File: src/pkg/pal_defs.vh
// constants for the partner ability register block
`ifndef PAL_DEFS_VH
`define PAL_DEFS_VH

// ----------------------------------------------------------------
// bus geometry
// ----------------------------------------------------------------
`define PAL_ADDR_W          12
`define PAL_DATA_W          32
`define PAL_IDX_W           10
`define PAL_IDX_HI          11
`define PAL_IDX_LO          2
`define PAL_PAGE_W          16

// ----------------------------------------------------------------
// register indices, byte address is four times the index
// ----------------------------------------------------------------
`define PAL_VIEW_INDEX      10'h005
`define PAL_CTRL_INDEX      10'h010
`define PAL_STAT_INDEX      10'h011
`define PAL_BASE_INDEX      10'h012
`define PAL_NEXT_INDEX      10'h013

// ----------------------------------------------------------------
// decode selects
// ----------------------------------------------------------------
`define PAL_SEL_W           3
`define PAL_SEL_NONE        3'h0
`define PAL_SEL_VIEW        3'h1
`define PAL_SEL_CTRL        3'h2
`define PAL_SEL_STAT        3'h3
`define PAL_SEL_BASE        3'h4
`define PAL_SEL_NEXT        3'h5

// ----------------------------------------------------------------
// ability word fields
// ----------------------------------------------------------------
`define PAL_BIT_NP          15
`define PAL_BIT_ACK         14
`define PAL_BIT_RF          13
`define PAL_BIT_RSVD        12
`define PAL_BIT_ASM         11
`define PAL_BIT_PAUSE       10
`define PAL_BIT_T4          9
`define PAL_BIT_TXFD        8
`define PAL_BIT_TX          7
`define PAL_BIT_TENFD       6
`define PAL_BIT_TEN         5
`define PAL_SEL_HI          4
`define PAL_SEL_LO          0
`define PAL_RSVD_VAL        1'h0
`define PAL_PAGE_RST        16'h0000

// ----------------------------------------------------------------
// control and status fields
// ----------------------------------------------------------------
`define PAL_CTRL_NPEN       0
`define PAL_CTRL_CLR        1
`define PAL_CTRL_RST        1'h0
`define PAL_ST_BASEV        0
`define PAL_ST_NEXTV        1
`define PAL_ST_VIEWN        2
`define PAL_ST_ANDONE       3
`define PAL_ST_CNT_LO       8
`define PAL_ST_CNT_HI       15
`define PAL_CNT_W           8
`define PAL_CNT_RST         8'h00
`define PAL_CNT_ONE         8'h01
`define PAL_CNT_MAX         8'hff
`define PAL_ZERO32          32'h00000000

`endif

File: src/logic/pal_partner_ability.v
// partner ability register bank with apb slave
//
// Chosen here: register access over APB.
`include "pal_defs.vh"

module pal_partner_ability (
	// clock and reset
	input  wire                     pclk,
	input  wire                     presetn,
	// apb slave
	input  wire                     psel,
	input  wire                     penable,
	input  wire                     pwrite,
	input  wire [`PAL_ADDR_W-1:0]   paddr,
	input  wire [`PAL_DATA_W-1:0]   pwdata,
	output wire [`PAL_DATA_W-1:0]   prdata,
	output wire                     pready,
	output wire                     pslverr,
	// negotiation engine
	input  wire                     page_valid,
	input  wire                     page_is_next,
	input  wire [`PAL_PAGE_W-1:0]   page_word,
	input  wire                     an_complete,
	input  wire                     an_restart,
	// status to engine
	output reg                      next_page_support_reg,
	output reg                      view_is_next_reg,
	output reg                      partner_next_page_req_reg
);

	// ------------------------------------------------------------
	// address decode
	// ------------------------------------------------------------
	// low two address bits are ignored, each register is one word
	function [`PAL_SEL_W-1:0] pal_decode;
		input [`PAL_ADDR_W-1:0] addr;
		reg   [`PAL_IDX_W-1:0]  idx;
		begin
			idx = addr[`PAL_IDX_HI:`PAL_IDX_LO];
			case (idx)
				`PAL_VIEW_INDEX: pal_decode = `PAL_SEL_VIEW;
				`PAL_CTRL_INDEX: pal_decode = `PAL_SEL_CTRL;
				`PAL_STAT_INDEX: pal_decode = `PAL_SEL_STAT;
				`PAL_BASE_INDEX: pal_decode = `PAL_SEL_BASE;
				`PAL_NEXT_INDEX: pal_decode = `PAL_SEL_NEXT;
				default:         pal_decode = `PAL_SEL_NONE;
			endcase
		end
	endfunction

	// ------------------------------------------------------------
	// ability word formatting
	// ------------------------------------------------------------
	// every field is placed by name so a stray bit cannot leak out
	function [`PAL_PAGE_W-1:0] pal_format;
		input [`PAL_PAGE_W-1:0] w;
		reg   [`PAL_PAGE_W-1:0] f;
		begin
			f = `PAL_PAGE_RST;
			f[`PAL_BIT_NP]    = w[`PAL_BIT_NP];
			f[`PAL_BIT_ACK]   = w[`PAL_BIT_ACK];
			f[`PAL_BIT_RF]    = w[`PAL_BIT_RF];
			f[`PAL_BIT_RSVD]  = `PAL_RSVD_VAL;
			f[`PAL_BIT_ASM]   = w[`PAL_BIT_ASM];
			f[`PAL_BIT_PAUSE] = w[`PAL_BIT_PAUSE];
			f[`PAL_BIT_T4]    = w[`PAL_BIT_T4];
			f[`PAL_BIT_TXFD]  = w[`PAL_BIT_TXFD];
			f[`PAL_BIT_TX]    = w[`PAL_BIT_TX];
			f[`PAL_BIT_TENFD] = w[`PAL_BIT_TENFD];
			f[`PAL_BIT_TEN]   = w[`PAL_BIT_TEN];
			f[`PAL_SEL_HI:`PAL_SEL_LO] =
				w[`PAL_SEL_HI:`PAL_SEL_LO];
			pal_format = f;
		end
	endfunction

	// ------------------------------------------------------------
	// internal signals
	// ------------------------------------------------------------
	wire [`PAL_SEL_W-1:0]   rd_sel;
	wire [`PAL_SEL_W-1:0]   wr_sel;
	wire                    access;
	wire                    wr_access;
	wire                    ctrl_wr;
	wire                    clear_pages;
	wire                    page_ok;
	wire [`PAL_PAGE_W-1:0]  base_reg;
	wire [`PAL_PAGE_W-1:0]  next_reg;
	wire                    base_valid_reg;
	wire                    next_valid_reg;
	reg  [`PAL_PAGE_W-1:0]  view_reg;
	reg  [`PAL_PAGE_W-1:0]  view_next;
	reg                     view_is_next_next;
	reg                     an_done_reg;
	reg  [`PAL_CNT_W-1:0]   page_cnt_reg;
	reg  [`PAL_CNT_W-1:0]   page_cnt_next;
	reg                     next_page_support_next;
	reg  [`PAL_DATA_W-1:0]  rd_data;
	reg                     rd_err;

	assign rd_sel    = pal_decode(paddr);
	assign wr_sel    = pal_decode(paddr);
	assign wr_access = access & pwrite;
	assign ctrl_wr   = wr_access & (wr_sel == `PAL_SEL_CTRL);
	// a restart or a software clear both drop the stored pages
	assign clear_pages = an_restart |
		(ctrl_wr & pwdata[`PAL_CTRL_CLR]);
	assign page_ok   = page_valid;

	// ------------------------------------------------------------
	// stored pages
	// ------------------------------------------------------------
	pal_page_store u_store (
		.pclk           (pclk),
		.presetn        (presetn),
		.page_valid     (page_ok),
		.page_is_next   (page_is_next),
		.page_word      (page_word),
		.clear          (clear_pages),
		.base_reg       (base_reg),
		.next_reg       (next_reg),
		.base_valid_reg (base_valid_reg),
		.next_valid_reg (next_valid_reg)
	);

	// ------------------------------------------------------------
	// control register
	// ------------------------------------------------------------
	always @* begin
		next_page_support_next = next_page_support_reg;
		if (ctrl_wr) begin
			next_page_support_next = pwdata[`PAL_CTRL_NPEN];
		end
	end

	always @(posedge pclk or negedge presetn) begin
		if (!presetn) begin
			next_page_support_reg <= `PAL_CTRL_RST;
		end else begin
			next_page_support_reg <= next_page_support_next;
		end
	end

	// ------------------------------------------------------------
	// negotiation completion tracking
	// ------------------------------------------------------------
	// completion is only trusted until the engine restarts
	always @(posedge pclk or negedge presetn) begin
		if (!presetn) begin
			an_done_reg <= 1'b0;
		end else if (an_restart) begin
			an_done_reg <= 1'b0;
		end else begin
			an_done_reg <= an_complete;
		end
	end

	// ------------------------------------------------------------
	// view selection
	// ------------------------------------------------------------
	// the view switches to the next page only after completion
	always @* begin
		view_is_next_next = 1'b0;
		if (next_page_support_reg && an_done_reg &&
			next_valid_reg) begin
			view_is_next_next = 1'b1;
		end
	end

	// ------------------------------------------------------------
	// visible view word
	// ------------------------------------------------------------
	// the view is built from whole stored words, never field by
	// field, so a read cannot straddle two pages
	always @* begin
		view_next = `PAL_PAGE_RST;
		if (view_is_next_next) begin
			view_next = pal_format(next_reg);
		end else if (base_valid_reg) begin
			view_next = pal_format(base_reg);
		end
	end

	always @(posedge pclk or negedge presetn) begin
		if (!presetn) begin
			view_reg                  <= `PAL_PAGE_RST;
			view_is_next_reg          <= 1'b0;
			partner_next_page_req_reg <= 1'b0;
		end else begin
			view_reg                  <= view_next;
			view_is_next_reg          <= view_is_next_next;
			partner_next_page_req_reg <= view_next[`PAL_BIT_NP];
		end
	end

	// ------------------------------------------------------------
	// page counter
	// ------------------------------------------------------------
	// saturates rather than wraps so software sees activity
	always @* begin
		page_cnt_next = page_cnt_reg;
		if (an_restart) begin
			page_cnt_next = `PAL_CNT_RST;
		end else if (page_valid && page_cnt_reg != `PAL_CNT_MAX) begin
			page_cnt_next = page_cnt_reg + `PAL_CNT_ONE;
		end
	end

	always @(posedge pclk or negedge presetn) begin
		if (!presetn) begin
			page_cnt_reg <= `PAL_CNT_RST;
		end else begin
			page_cnt_reg <= page_cnt_next;
		end
	end

	// ------------------------------------------------------------
	// read multiplexer
	// ------------------------------------------------------------
	// writes to read-only words are accepted and dropped, only an
	// unmapped address answers with an error
	always @* begin
		rd_data = `PAL_ZERO32;
		rd_err  = 1'b0;
		case (rd_sel)
			`PAL_SEL_VIEW: begin
				rd_data[`PAL_PAGE_W-1:0] = view_reg;
			end
			`PAL_SEL_CTRL: begin
				rd_data[`PAL_CTRL_NPEN] = next_page_support_reg;
			end
			`PAL_SEL_STAT: begin
				rd_data[`PAL_ST_BASEV]  = base_valid_reg;
				rd_data[`PAL_ST_NEXTV]  = next_valid_reg;
				rd_data[`PAL_ST_VIEWN]  = view_is_next_reg;
				rd_data[`PAL_ST_ANDONE] = an_done_reg;
				rd_data[`PAL_ST_CNT_HI:`PAL_ST_CNT_LO] = page_cnt_reg;
			end
			`PAL_SEL_BASE: begin
				rd_data[`PAL_PAGE_W-1:0] = pal_format(base_reg);
			end
			`PAL_SEL_NEXT: begin
				rd_data[`PAL_PAGE_W-1:0] = pal_format(next_reg);
			end
			default: begin
				rd_err = 1'b1;
			end
		endcase
	end

	// ------------------------------------------------------------
	// apb answer
	// ------------------------------------------------------------
	// no write path reaches view_reg, so view writes are ignored
	pal_apb_port u_port (
		.pclk        (pclk),
		.presetn     (presetn),
		.psel        (psel),
		.penable     (penable),
		.rd_data     (rd_data),
		.rd_err      (rd_err),
		.pready_reg  (pready),
		.prdata_reg  (prdata),
		.pslverr_reg (pslverr),
		.access      (access)
	);

endmodule

File: src/logic/pal_page_store.v
// holder for the last received base page and next page words
`include "pal_defs.vh"

module pal_page_store (
	// clock and reset
	input  wire                     pclk,
	input  wire                     presetn,
	// page capture
	input  wire                     page_valid,
	input  wire                     page_is_next,
	input  wire [`PAL_PAGE_W-1:0]   page_word,
	input  wire                     clear,
	// stored pages
	output reg  [`PAL_PAGE_W-1:0]   base_reg,
	output reg  [`PAL_PAGE_W-1:0]   next_reg,
	output reg                      base_valid_reg,
	output reg                      next_valid_reg
);

	// ------------------------------------------------------------
	// whole-word capture
	// ------------------------------------------------------------
	// a new page beats a clear in the same cycle, so no page is lost
	always @(posedge pclk or negedge presetn) begin
		if (!presetn) begin
			base_reg       <= `PAL_PAGE_RST;
			next_reg       <= `PAL_PAGE_RST;
			base_valid_reg <= 1'b0;
			next_valid_reg <= 1'b0;
		end else if (page_valid && !page_is_next) begin
			base_reg       <= page_word;
			base_valid_reg <= 1'b1;
			next_valid_reg <= 1'b0;
		end else if (page_valid && page_is_next) begin
			next_reg       <= page_word;
			next_valid_reg <= 1'b1;
		end else if (clear) begin
			base_valid_reg <= 1'b0;
			next_valid_reg <= 1'b0;
		end
	end

endmodule

File: src/logic/pal_apb_port.v
// registered apb answer path with zero wait states
`include "pal_defs.vh"

module pal_apb_port (
	// clock and reset
	input  wire                     pclk,
	input  wire                     presetn,
	// apb request
	input  wire                     psel,
	input  wire                     penable,
	// answer from decode
	input  wire [`PAL_DATA_W-1:0]   rd_data,
	input  wire                     rd_err,
	// apb answer
	output reg                      pready_reg,
	output reg  [`PAL_DATA_W-1:0]   prdata_reg,
	output reg                      pslverr_reg,
	output wire                     access
);

	// ------------------------------------------------------------
	// answer registers
	// ------------------------------------------------------------
	// data is latched in the setup cycle so pready can rise at once
	wire setup;

	assign setup  = psel & ~penable;
	assign access = psel & penable & pready_reg;

	always @(posedge pclk or negedge presetn) begin
		if (!presetn) begin
			pready_reg  <= 1'b0;
			prdata_reg  <= `PAL_ZERO32;
			pslverr_reg <= 1'b0;
		end else if (setup) begin
			pready_reg  <= 1'b1;
			prdata_reg  <= rd_data;
			pslverr_reg <= rd_err;
		end else begin
			pready_reg  <= 1'b0;
			prdata_reg  <= `PAL_ZERO32;
			pslverr_reg <= 1'b0;
		end
	end

endmodule

File: config.mk
export PLATFORM = sky130hd
export DESIGN_NAME = pal_partner_ability
export DESIGN_NICKNAME = d
export VERILOG_FILES = /design/src/logic/pal_partner_ability.v /design/src/logic/pal_page_store.v /design/src/logic/pal_apb_port.v
export VERILOG_INCLUDE_DIRS = /design/src /design/src/pkg
export SDC_FILE = /design/constraint.sdc
export NUM_CORES = 1
export LEC_CHECK = 0
export ABC_AREA = 0
export BUFFER_PORTS_ARGS = -buffer_cell sky130_fd_sc_hd__buf_2
export CAP_MARGIN = 40
export CELL_PAD_IN_SITES_DETAIL_PLACEMENT = 1
export CELL_PAD_IN_SITES_GLOBAL_PLACEMENT = 1
export CORE_ASPECT_RATIO = 1.1
export CORE_MARGIN = 4
export CORE_UTILIZATION = 40
export CTS_BUF_LIST = sky130_fd_sc_hd__clkbuf_16
export DETAILED_ROUTE_END_ITERATION = 8
export PLACE_DENSITY_LB_ADDON = 0.1
export SLEW_MARGIN = 20
export SYNTH_ARGS = -nofsm -noshare
export SYNTH_HDL_FRONTEND = slang
export SYNTH_SLANG_ARGS = --single-unit
File: constraint.sdc
create_clock -name pclk -period 1.9 [get_ports pclk]
set_input_delay 0.19 -clock pclk [delete_from_list [all_inputs] [get_ports pclk]]
set_output_delay 0.19 -clock pclk [all_outputs]
set_load 0.005 [all_outputs]
Word-level counts from Yosys, hierarchy flattened:

Cells that the tools add are included.

* register bits: 80
* bits of input ports: 69
* logic and storage cells: 67

* add/sub/neg operators: 1
* equality and inequality tests: 12
* multiplexer cells: 20
* bitwise gates (word level): 9
* reduce and logical (&&, ||, !) cells: 12

Operator list (count)
* $mux 16: 3
* $eq 10x5->1 const B: 4
* $pmux 8 s4: 1
* $mux 8: 2
* $pmux 3 s5: 1
* $pmux 3 s4: 1
* $pmux 4 s3: 1
* $eq 10x3->1 const B: 1
* $mux 1: 10
* $add 8x1->8 const B: 1
* $ne 8x8->1 const B: 1
* $and 1x1->1: 6
* $eq 3x2->1 const B: 2
* $eq 3x3->1 const B: 2
* $logic_and 1x1->1: 5
* $pmux 1 s5: 1
* $reduce_or 5->1: 1
* $reduce_and 2->1: 2
* $reduce_bool 2->1: 2
* $eq 3x1->1 const B: 1
* $reduce_bool 3->1: 1
* $ne 2x1->1 const B: 1
* $not 1->1: 2
* $logic_not 1->1: 1
* $or 1x1->1: 1

Depth between registers and ports, before layout:

Gate-level depths: netlist of the first run.

* depth after elaboration: 9
* depth in mapped cells: 6

Modules after synthesis:

Synthesis of the first run repeated with hierarchy kept, for this count alone.

* cells, all modules: 341
* area total of the unflattened synthesis: 4267.8 um2

By module, submodules not included
* pal_partner_ability: instances 1, cells an instance 190, area each 1730.4 um2, sequential area each 650.6 um2
* pal_page_store: instances 1, cells an instance 76, area each 1335.0 um2, sequential area each 850.8 um2
* pal_apb_port: instances 1, cells an instance 75, area each 1202.4 um2, sequential area each 850.8 um2

Worst setup path before layout of the first run:

No wires, ideal clock.

* path type: input to register
* from: input paddr[11]
* to: register next_page_support_reg
* library setup time: 127 ps
* arrival: 1517 ps
* required time: 1773 ps
* slack: 255 ps
* stages: 4
* path through: or4_4 > nor4b_4 > nand2_1 > mux2_1

* cells in the longest elaborated chain, start to end: 4

RTL lines
* start: declaration: line pal_partner_ability.v:14 `` input wire [`PAL_ADDR_W-1:0] paddr, ``
* $eq 10x5->1 / $eq 10x3->1 (equally long branches): line pal_partner_ability.v:40 `case (idx)`
* $pmux 3 s5 *: line pal_partner_ability.v:40
* $eq 3x2->1 *
* $and 1x1->1 *: line pal_partner_ability.v:104 `` assign ctrl_wr = wr_access & (wr_sel == `PAL_SEL_CTRL); ``
* end signal: assignment: line pal_partner_ability.v:138 `` next_page_support_reg <= `PAL_CTRL_RST; ``
* end signal: assignment: line pal_partner_ability.v:140 `next_page_support_reg <= next_page_support_next;`
* end: declaration: line pal_partner_ability.v:26 `output reg next_page_support_reg,`

Every way passes the cells marked *; elsewhere a longest branch is shown, timed or not.
A chain may end at the register's enable or synchronous reset.

Final worst setup path of the first run:

* from: register page_cnt_reg[0]
* to: register page_cnt_reg[7]

* cells in the longest elaborated chain, start to end: 3

RTL lines
* start: declaration: line pal_partner_ability.v:95 `` reg [`PAL_CNT_W-1:0] page_cnt_reg; ``
* start signal: assignment: line pal_partner_ability.v:211 `` page_cnt_reg <= `PAL_CNT_RST; ``
* start signal: assignment: line pal_partner_ability.v:213 `page_cnt_reg <= page_cnt_next;`
* $add 8x1->8 (no source line) / $ne 8x8->1 (equally long branches)
* $mux 8 / $logic_and 1x1->1 (equally long branches)
* $mux 8 / $reduce_bool 2->1 (equally long branches)

Parallel ways exist; a longest one is shown, timed or not. The select of a mux whose other input is x is not followed.

==> run metrics, run 1 <==
core area=0.00850 sq mm; final worst slack=0.334 ns; die area=between 0.01 and 0.015 sq mm; area share of the largest cell type after synthesis=53.9%; xor and xnor area share after synthesis=around 1.5%; vias in the first global route=approximately 2800; Post-DRT Antenna Nets=0; Slew Limit Fails=0; DPL Wire Length=6000 um; Die H=106 um; post-layout power=0.00413 W; num rows=35; switching power=0.000980 W; sw frac=between 20% and 30%; max reg flops=16; Worst path max stage delay=just over 0.5 ns; Setup Slack @ Placement=0.0129 ns; mux contribution to synthesized area=15.3%; vias post-DR=2578; critical path required time=between 2 and 2.5 ns; CTS tree=yes; Synth warnings=0; Synth cell types=39; combinational share of power=10.7%; Pwr Density=about 970 mW/mm^2; dpl cell area=roughly 0.0039 sq mm; Finished Layout Cells=491; Synth area leader=dfrtp_1; Clock Power Share=43.9%; Max VDD drop=0.492 mV; cts repair resizes=0; Synth async-reset ratio=100%; synth top area cells=dfrtp_1 (54%), mux2_2 (14%), nand2_1 (4.3%), buf_4 (3.4%), o21ai_0 (2.6%); status=finished, final reports clean; Avg Vias per Cell=roughly 5.3; max-cap violations=0; root buffer cell=clkbuf_16; internal power=0.00315 W; first-pass GRT wire length=14500 um; fin crit share=82.4%; Post-synth top flop=dfrtp_1; TNS Setup=0 ns; Die Width=just under 100 um; Seq/Total Area, Yosys=53.9%; CTS Buf Count=9; hold crit path type=in2reg; Inst Count DP=474; layout cells sized above 1=36.6%; clk_skew=0.00741 ns; diode count=0; gr ovfl total=0; Worst Path Max Fanout=5; io pins=106; Initial Util=between 40 and 50%; Hold Vio Cnt, Final=0; final WL=8880 um; Yosys reg bits=76; crit end category=flop; initial antenna violation count=0; CP Buf/Inv Count=0; WS Path Type=reg2reg; # setup viols final=0; Area Growth Syn to Fin=21.2%; Avg Inst Size Synth=11.5 sq um; Worst-Margin Slew=0.629 ns; clk_lat worst skew=~0.34 ns; # DRC=0; largest family of logic cells by synthesized area=multiplexers; part of the power in registers=45.3%; P_leak=just under 2 nW; CTS sink cnt=76; adder-cell share of the synthesized area=0.355%; # port buffers=56; CP top delay family=compound AO/OA/AOI/OAI gates; setup repair bufs after CTS=0; first-pass detailed-route iteration total=4; CTS clk-pin slew, worst paths=0.06 ns; Tmin final=1.57 ns; Post-layout nets=about 450; gp weighted congestion=0.730; Synth Area in Compound Gates=10.4%; relative slew slack=58.1%; simple logic cell fraction of the synthesized area=12.5%; CP Data Arrival Time=1.78 ns; WL per Instance=18.1 um; Non-Filler Cell Area, Final=0.00427 sq mm; total global-route track usage=17.9%; Syn Inst Count=308; Critical Path Slowest Stage Cell=a2111oi_0; CP cell instances=ha_1, a2111oi_0, xnor2_1, nor2_1; mapped cell area=0.00353 sq mm; CP Launch Type=flop; largest net degree at the start of global routing=29; H-tree depth=3; DRT iter0 DRCs=50; Max Buffers Root-to-Sink=2; unrepaired setup endpoints after global routing=no; f_max=between 600 and 700 MHz; EDFF count, synth=0
==> through the flow <==
step | util [%] | hold WS [ns]
floorplan | - | -0.106
global route | 50.3 | 0.0753
finish | 50.3 | 0.0703
global placement | 46.3 | 0.136
CTS | 50.3 | 0.0674
detailed placement | 46.5 | 0.137
==> timing repair <==
item                       4_1_cts  5_1_grt
hold endpoints to repair        25        0
setup endpoints to repair        0        0
hold buffers                     1        0
==> cell usage in the layout (no fill, tap or decap), types with 2 or more instances in the layout <==
master	instances
or4_4	2
o21ai_0	18
nor2b_1	4
and4_1	3
dfrtp_1	76
nor2_1	23
conb_1	16
clkbuf_16	9
a32oi_1	4
inv_1	3
a22o_1	10
nand2_1	40
nor4b_4	2
a22oi_1	11
clkinv_2	3
xnor2_1	2
o211ai_1	3
and3_1	3
nand4_1	2
buf_4	18
xor2_1	4
mux2_2	44
bufinv_16	2
a2111oi_0	2
nand3_1	2
buf_2	55
a21oi_1	3
==> synthesized netlist by cell type (2+ instances only) <==
master	count
nand3_1	2
clkbuf_1	12
and3_1	3
nor2b_1	4
buf_2	4
nor4b_4	2
nand4_1	2
xnor2_1	2
and4_1	3
nor2_1	23
a2111oi_0	2
mux2_2	44
a32oi_1	4
dfrtp_1	76
buf_4	16
a22oi_1	11
inv_1	3
a21oi_1	3
o21ai_0	18
a22o_1	10
nand2_1	40
xor2_1	4
o211ai_1	3
or4_4	2
==> layout make-up <==
type                    count  area [sq um]
multi-input cells         210          1470
clock inverters             7          91.3
well taps                 111           139
repair buffers             75           435
fillers                   946          4220
clock buffers               9           225
inverters                   3          11.3
flip-flops and latches     76          1900
==> power groups by stage <==
stage          logic [W]  clock network (W)  registers, W
6_report        0.000443            0.00181       0.00187
5_1_grt         0.000496            0.00192       0.00189
3_5_place_dp    0.000443                  0       0.00190
4_1_cts         0.000450            0.00184       0.00187
3_3_place_gp    0.000429                  0       0.00189
2_1_floorplan   0.000306                  0       0.00187
==> layer usage <==
layer,part of all wire [%],routed length [um],vias up,track usage (%)
li1,-,-,1197,-
met1,44,3890,1314,22.1
met2,50,4480,53,30.9
met3,3.5,313,14,2.95
met4,2.2,196,0,8.01
met5,0,0,-,0
==> worst register-to-register path: stages, from the launching register on <==
cell,delay [ns]
dfrtp_1,0.43
ha_1,0.28
a2111oi_0,0.51
xnor2_1,0.18
nor2_1,0.05
==> logic make-up after synthesis <==
kind of cell    Yosys count
compound gates           53
xor+xnor                  6
fa+ha+maj                 1
buf+inv                  37
flops                    76
mux                      47
other cells               1
simple gates             87
==> worst paths after layout <==
check | startpoint | endpoint | slack (ns) | cells past startpoint
max | page_cnt_reg[0] | page_cnt_reg[7] | 0.33 | 4
min | pwdata[0] | next_page_support_reg | 0.07 | 2
max reg2reg | page_cnt_reg[0] | page_cnt_reg[7] | 0.33 | 4
min reg2reg | view_reg[5] | u_port.prdata_reg[5] | 0.49 | 2
max in group asynchronous | presetn | page_cnt_reg[4] | 0.97 | 3
min in group asynchronous | presetn | u_store.next_reg[0] | 0.32 | 2
No activity file was read; power rests on OpenSTA's default activity.
==> run 2, diff against run 1 <==
ABC_AREA = 1   (was 0)
CORE_UTILIZATION = 34   (was 40)
clock period = 1.42 ns   (was 1.9 ns; I/O delays follow)
==> run 2 against run 1 <==
Effect of this change:
- synthesized area is 4.8% higher
- sequential cell count unchanged
- clock power grew 9%
- clock-buffer cell count unchanged
- combinational power grew 11%
- clock skew rose by 0.00090 ns
- critical endpoint is now page_cnt_reg[3]
==> run metrics, run 2 <==
status=finished, final reports clean; commonest non-fill, non-tap cell in the layout=nand2_1; FF-to-FF End=page_cnt_reg[3]; R2R Path Start=page_cnt_reg[0]; combinational share of power=9.9% (-0.8 points); top cells by count, synth=nand2_1 (132), dfrtp_1 (76), nand3_1 (55), inv_1 (50), nor2_1 (43); Synth cell types=24 (-38%); # port buffers=56 (unchanged); DRT iter0 DRCs=142 (+180%); first-pass detailed-route iteration total=4 (unchanged); max-cap violations=0 (unchanged); f_max=722 MHz (+13%); CTS Buf Count=9 (unchanged); num rows=39 (+11%); Synth area leader=dfrtp_1; # DRC=0 (unchanged); max reg flops=16 (unchanged); hold crit path type=in2reg; simple logic cell fraction of the synthesized area=30.4% (+18 points); Top Usage Layer GRT=met2; core area=0.0105 sq mm (+23%); io pins=106 (unchanged); DPL Wire Length=7790 um (+30%); Avg Vias per Cell=4.69 (-11%); Clock Power Share=40.2% (-3.7 points); Die H=117 um (+10%); Syn Inst Count=473 (+54%); part of the power in registers=49.9% (+4.6 points); Worst-Margin Slew=0.521 ns (-0.108 ns); met3 Use GR=2.42% (-0.54 points); final worst slack=0.0354 ns (-0.299 ns); dpl cell area=0.00430 sq mm (+8.8%); gp weighted congestion=0.795 (+8.9%); Max VDD drop=0.526 mV (+7.0%); most common cell in the netlist=nand2_1; Synth async-reset ratio=100% (unchanged); root buffer cell=clkbuf_16; clk_lat worst skew=0.34 ns (about the same); relative slew slack=65.3% (+7.2 points); Worst Path Max Fanout=5 (unchanged); final WL=10500 um (+18%); largest family of logic cells by synthesized area=simple AND/OR/NAND/NOR gates; crit end category=flop; sw frac=25.7% (+2.0 points); M1 GR Usage=24.4% (+2.3 points); mux contribution to synthesized area=0% (-15 points); Slew Limit Fails=0 (unchanged); Seq/Total Area, Yosys=51.5% (-2.4 points); Non-Filler Cell Area, Final=0.00464 sq mm (+8.6%); CP Launch Type=flop; P_leak=2.44 nW (+23%); Avg Inst Size Synth=7.81 sq um (-32%); Worst Setup SP=page_cnt_reg[0]; Initial Util=35.2% (-6.3 points); area share of the largest cell type after synthesis=51.5% (-2.4 points); synth top area cells=dfrtp_1 (51%), nand2_1 (13%), nand3_1 (7.5%), o21ai_0 (5.1%), inv_1 (5.1%); CTS clk-pin slew, worst paths=0.06 ns (about the same); Yosys reg bits=76 (unchanged); Synth Area in Compound Gates=7.08% (-3.3 points); total global-route track usage=17.5% (-0.42 points); unrepaired setup endpoints after global routing=yes; EDFF count, synth=0 (unchanged); adder-cell share of the synthesized area=0.339% (-0.016 points); slack of the worst reg-to-reg path=0.04 ns (-0.30 ns); internal power=0.00366 W (+16%); Tmin final=1.38 ns (-0.181 ns); Worst Setup EP=page_cnt_reg[3]; layout cells sized above 1=21.1% (-15 points); vias in the first global route=3490 (+23%); CP Data Arrival Time=1.61 ns (-0.17 ns); initial antenna violation count=0 (unchanged); Max Buffers Root-to-Sink=2 (unchanged); diode count=0 (unchanged); Area Growth Syn to Fin=25.6%; WL per Instance=15.0 um (-17%); WS Path Type=reg2reg; H-tree depth=3 (unchanged); vias post-DR=3286 (+27%); Inst Count DP=682 (+44%); Hold Vio Cnt, Final=0 (unchanged); Post-synth top flop=dfrtp_1; die area=0.0126 sq mm (+21%); most frequent cells in the layout=nand2_1 (132), dfrtp_1 (76), buf_2 (55); Post-DRT Antenna Nets=0 (unchanged); Finished Layout Cells=701 (+43%); CTS tree=yes; fin crit share=97.5% (+15 points); first-pass GRT wire length=17600 um (+21%); Die Width=107 um (+10%); M2 GR Usage=27.4% (-3.4 points); critical path required time=1.64 ns (-0.48 ns); mapped cell area=0.00369 sq mm (+4.8%); gr ovfl total=0 (unchanged); clk_skew=0.00831 ns (+0.000899 ns); # setup viols final=0 (unchanged); largest net degree at the start of global routing=32 (+10%); Setup Slack @ Placement=-0.0910 ns (-0.104 ns); xor and xnor area share after synthesis=0% (-1.5 points); Post-layout nets=625 (+40%); worst r2r path cells=8 (+4); CTS sink cnt=76 (unchanged); Synth warnings=0 (unchanged); Pwr Density=1060 mW/mm^2 (+10%); switching power=0.00127 W (+30%)
## run 2: power by group through the flow
stage	Sequential [W]	Combinational [W]	Clock [W]
2_1_floorplan	0.00246	0.000288	0
3_3_place_gp	0.00249	0.000460	0
3_5_place_dp	0.00250	0.000483	0
4_1_cts	0.00246	0.000493	0.00203
5_1_grt	0.00249	0.000576	0.00211
6_report	0.00246	0.000490	0.00198
## run 2: how the worst min path moves through the flow
stage                     cells past startpoint                    end  slack [ns]        start
after floorplan                               0            an_done_reg       -0.15      presetn
after global placement                        1  u_port.prdata_reg[11]        0.08      presetn
after detailed placement                      1  u_port.prdata_reg[11]        0.09      presetn
after CTS                                     3            an_done_reg        0.01  an_complete
after global routing                          3            an_done_reg        0.04  an_complete
final                                         3            an_done_reg        0.01  an_complete
## run 2: stage by stage
step | power (W) | TNS (ns) | hold WS (ns) | utilization, %
after floorplan | 0.00274 | 0 | -0.154 | -
after global placement | 0.00295 | -0.0351 | 0.0835 | 40.9
after detailed placement | 0.00298 | -0.488 | 0.0884 | 40.9
after CTS | 0.00498 | 0 | 0.0128 | 43.7
after global routing | 0.00517 | -0.106 | 0.0394 | 44.2
final | 0.00494 | 0 | 0.0142 | 44.2
## run 2: cell families (layout without fill, tap and decap cells)
kind of cell / count (synthesis) / after routing
and+or+nand+nor: 259 / 259
buffers and inverters: 85 / 155
DFF: 76 / 76
AOI/OAI and AO/OA: 51 / 51
adders and majority gates: 1 / 1
other: 1 / 16
## run 2: critical path, stage by stage (launching register included)
cell	delay (ns)
dfrtp_1	0.41
ha_4	0.18
nand3_4	0.10
nor2_4	0.05
a21oi_4	0.20
buf_6	0.15
nand3_1	0.06
nand2_1	0.08
a21oi_2	0.04
## run 2: layout make-up
class | instances | area [sq um]
clock buffer | 9 | 225
inverter | 52 | 199
sequential | 76 | 1900
clock inverter | 5 | 23.8
timing repair buffer | 89 | 602
multi-input combinational | 327 | 1510
tap | 143 | 179
fill | 1304 | 5850
## run 2: timing repair
action | in CTS | in global routing
hold buffers | 2 | 0
gates cloned | 1 | 0
setup endpoints to repair | 7 | 11
endpoints found under the hold margin | 24 | 0
gates resized for setup | 3 | 9
pin swaps | 1 | 2
buffers inserted | 0 | 2
## run 2: layer usage
metal  wire length (um)  part of all wire [%]  vias up
li1                   -                     -     1646
met1               5090                    49     1564
met2               4870                    46       64
met3                335                   3.2       12
met4                187                   1.8        0
met5                  0                     0        -
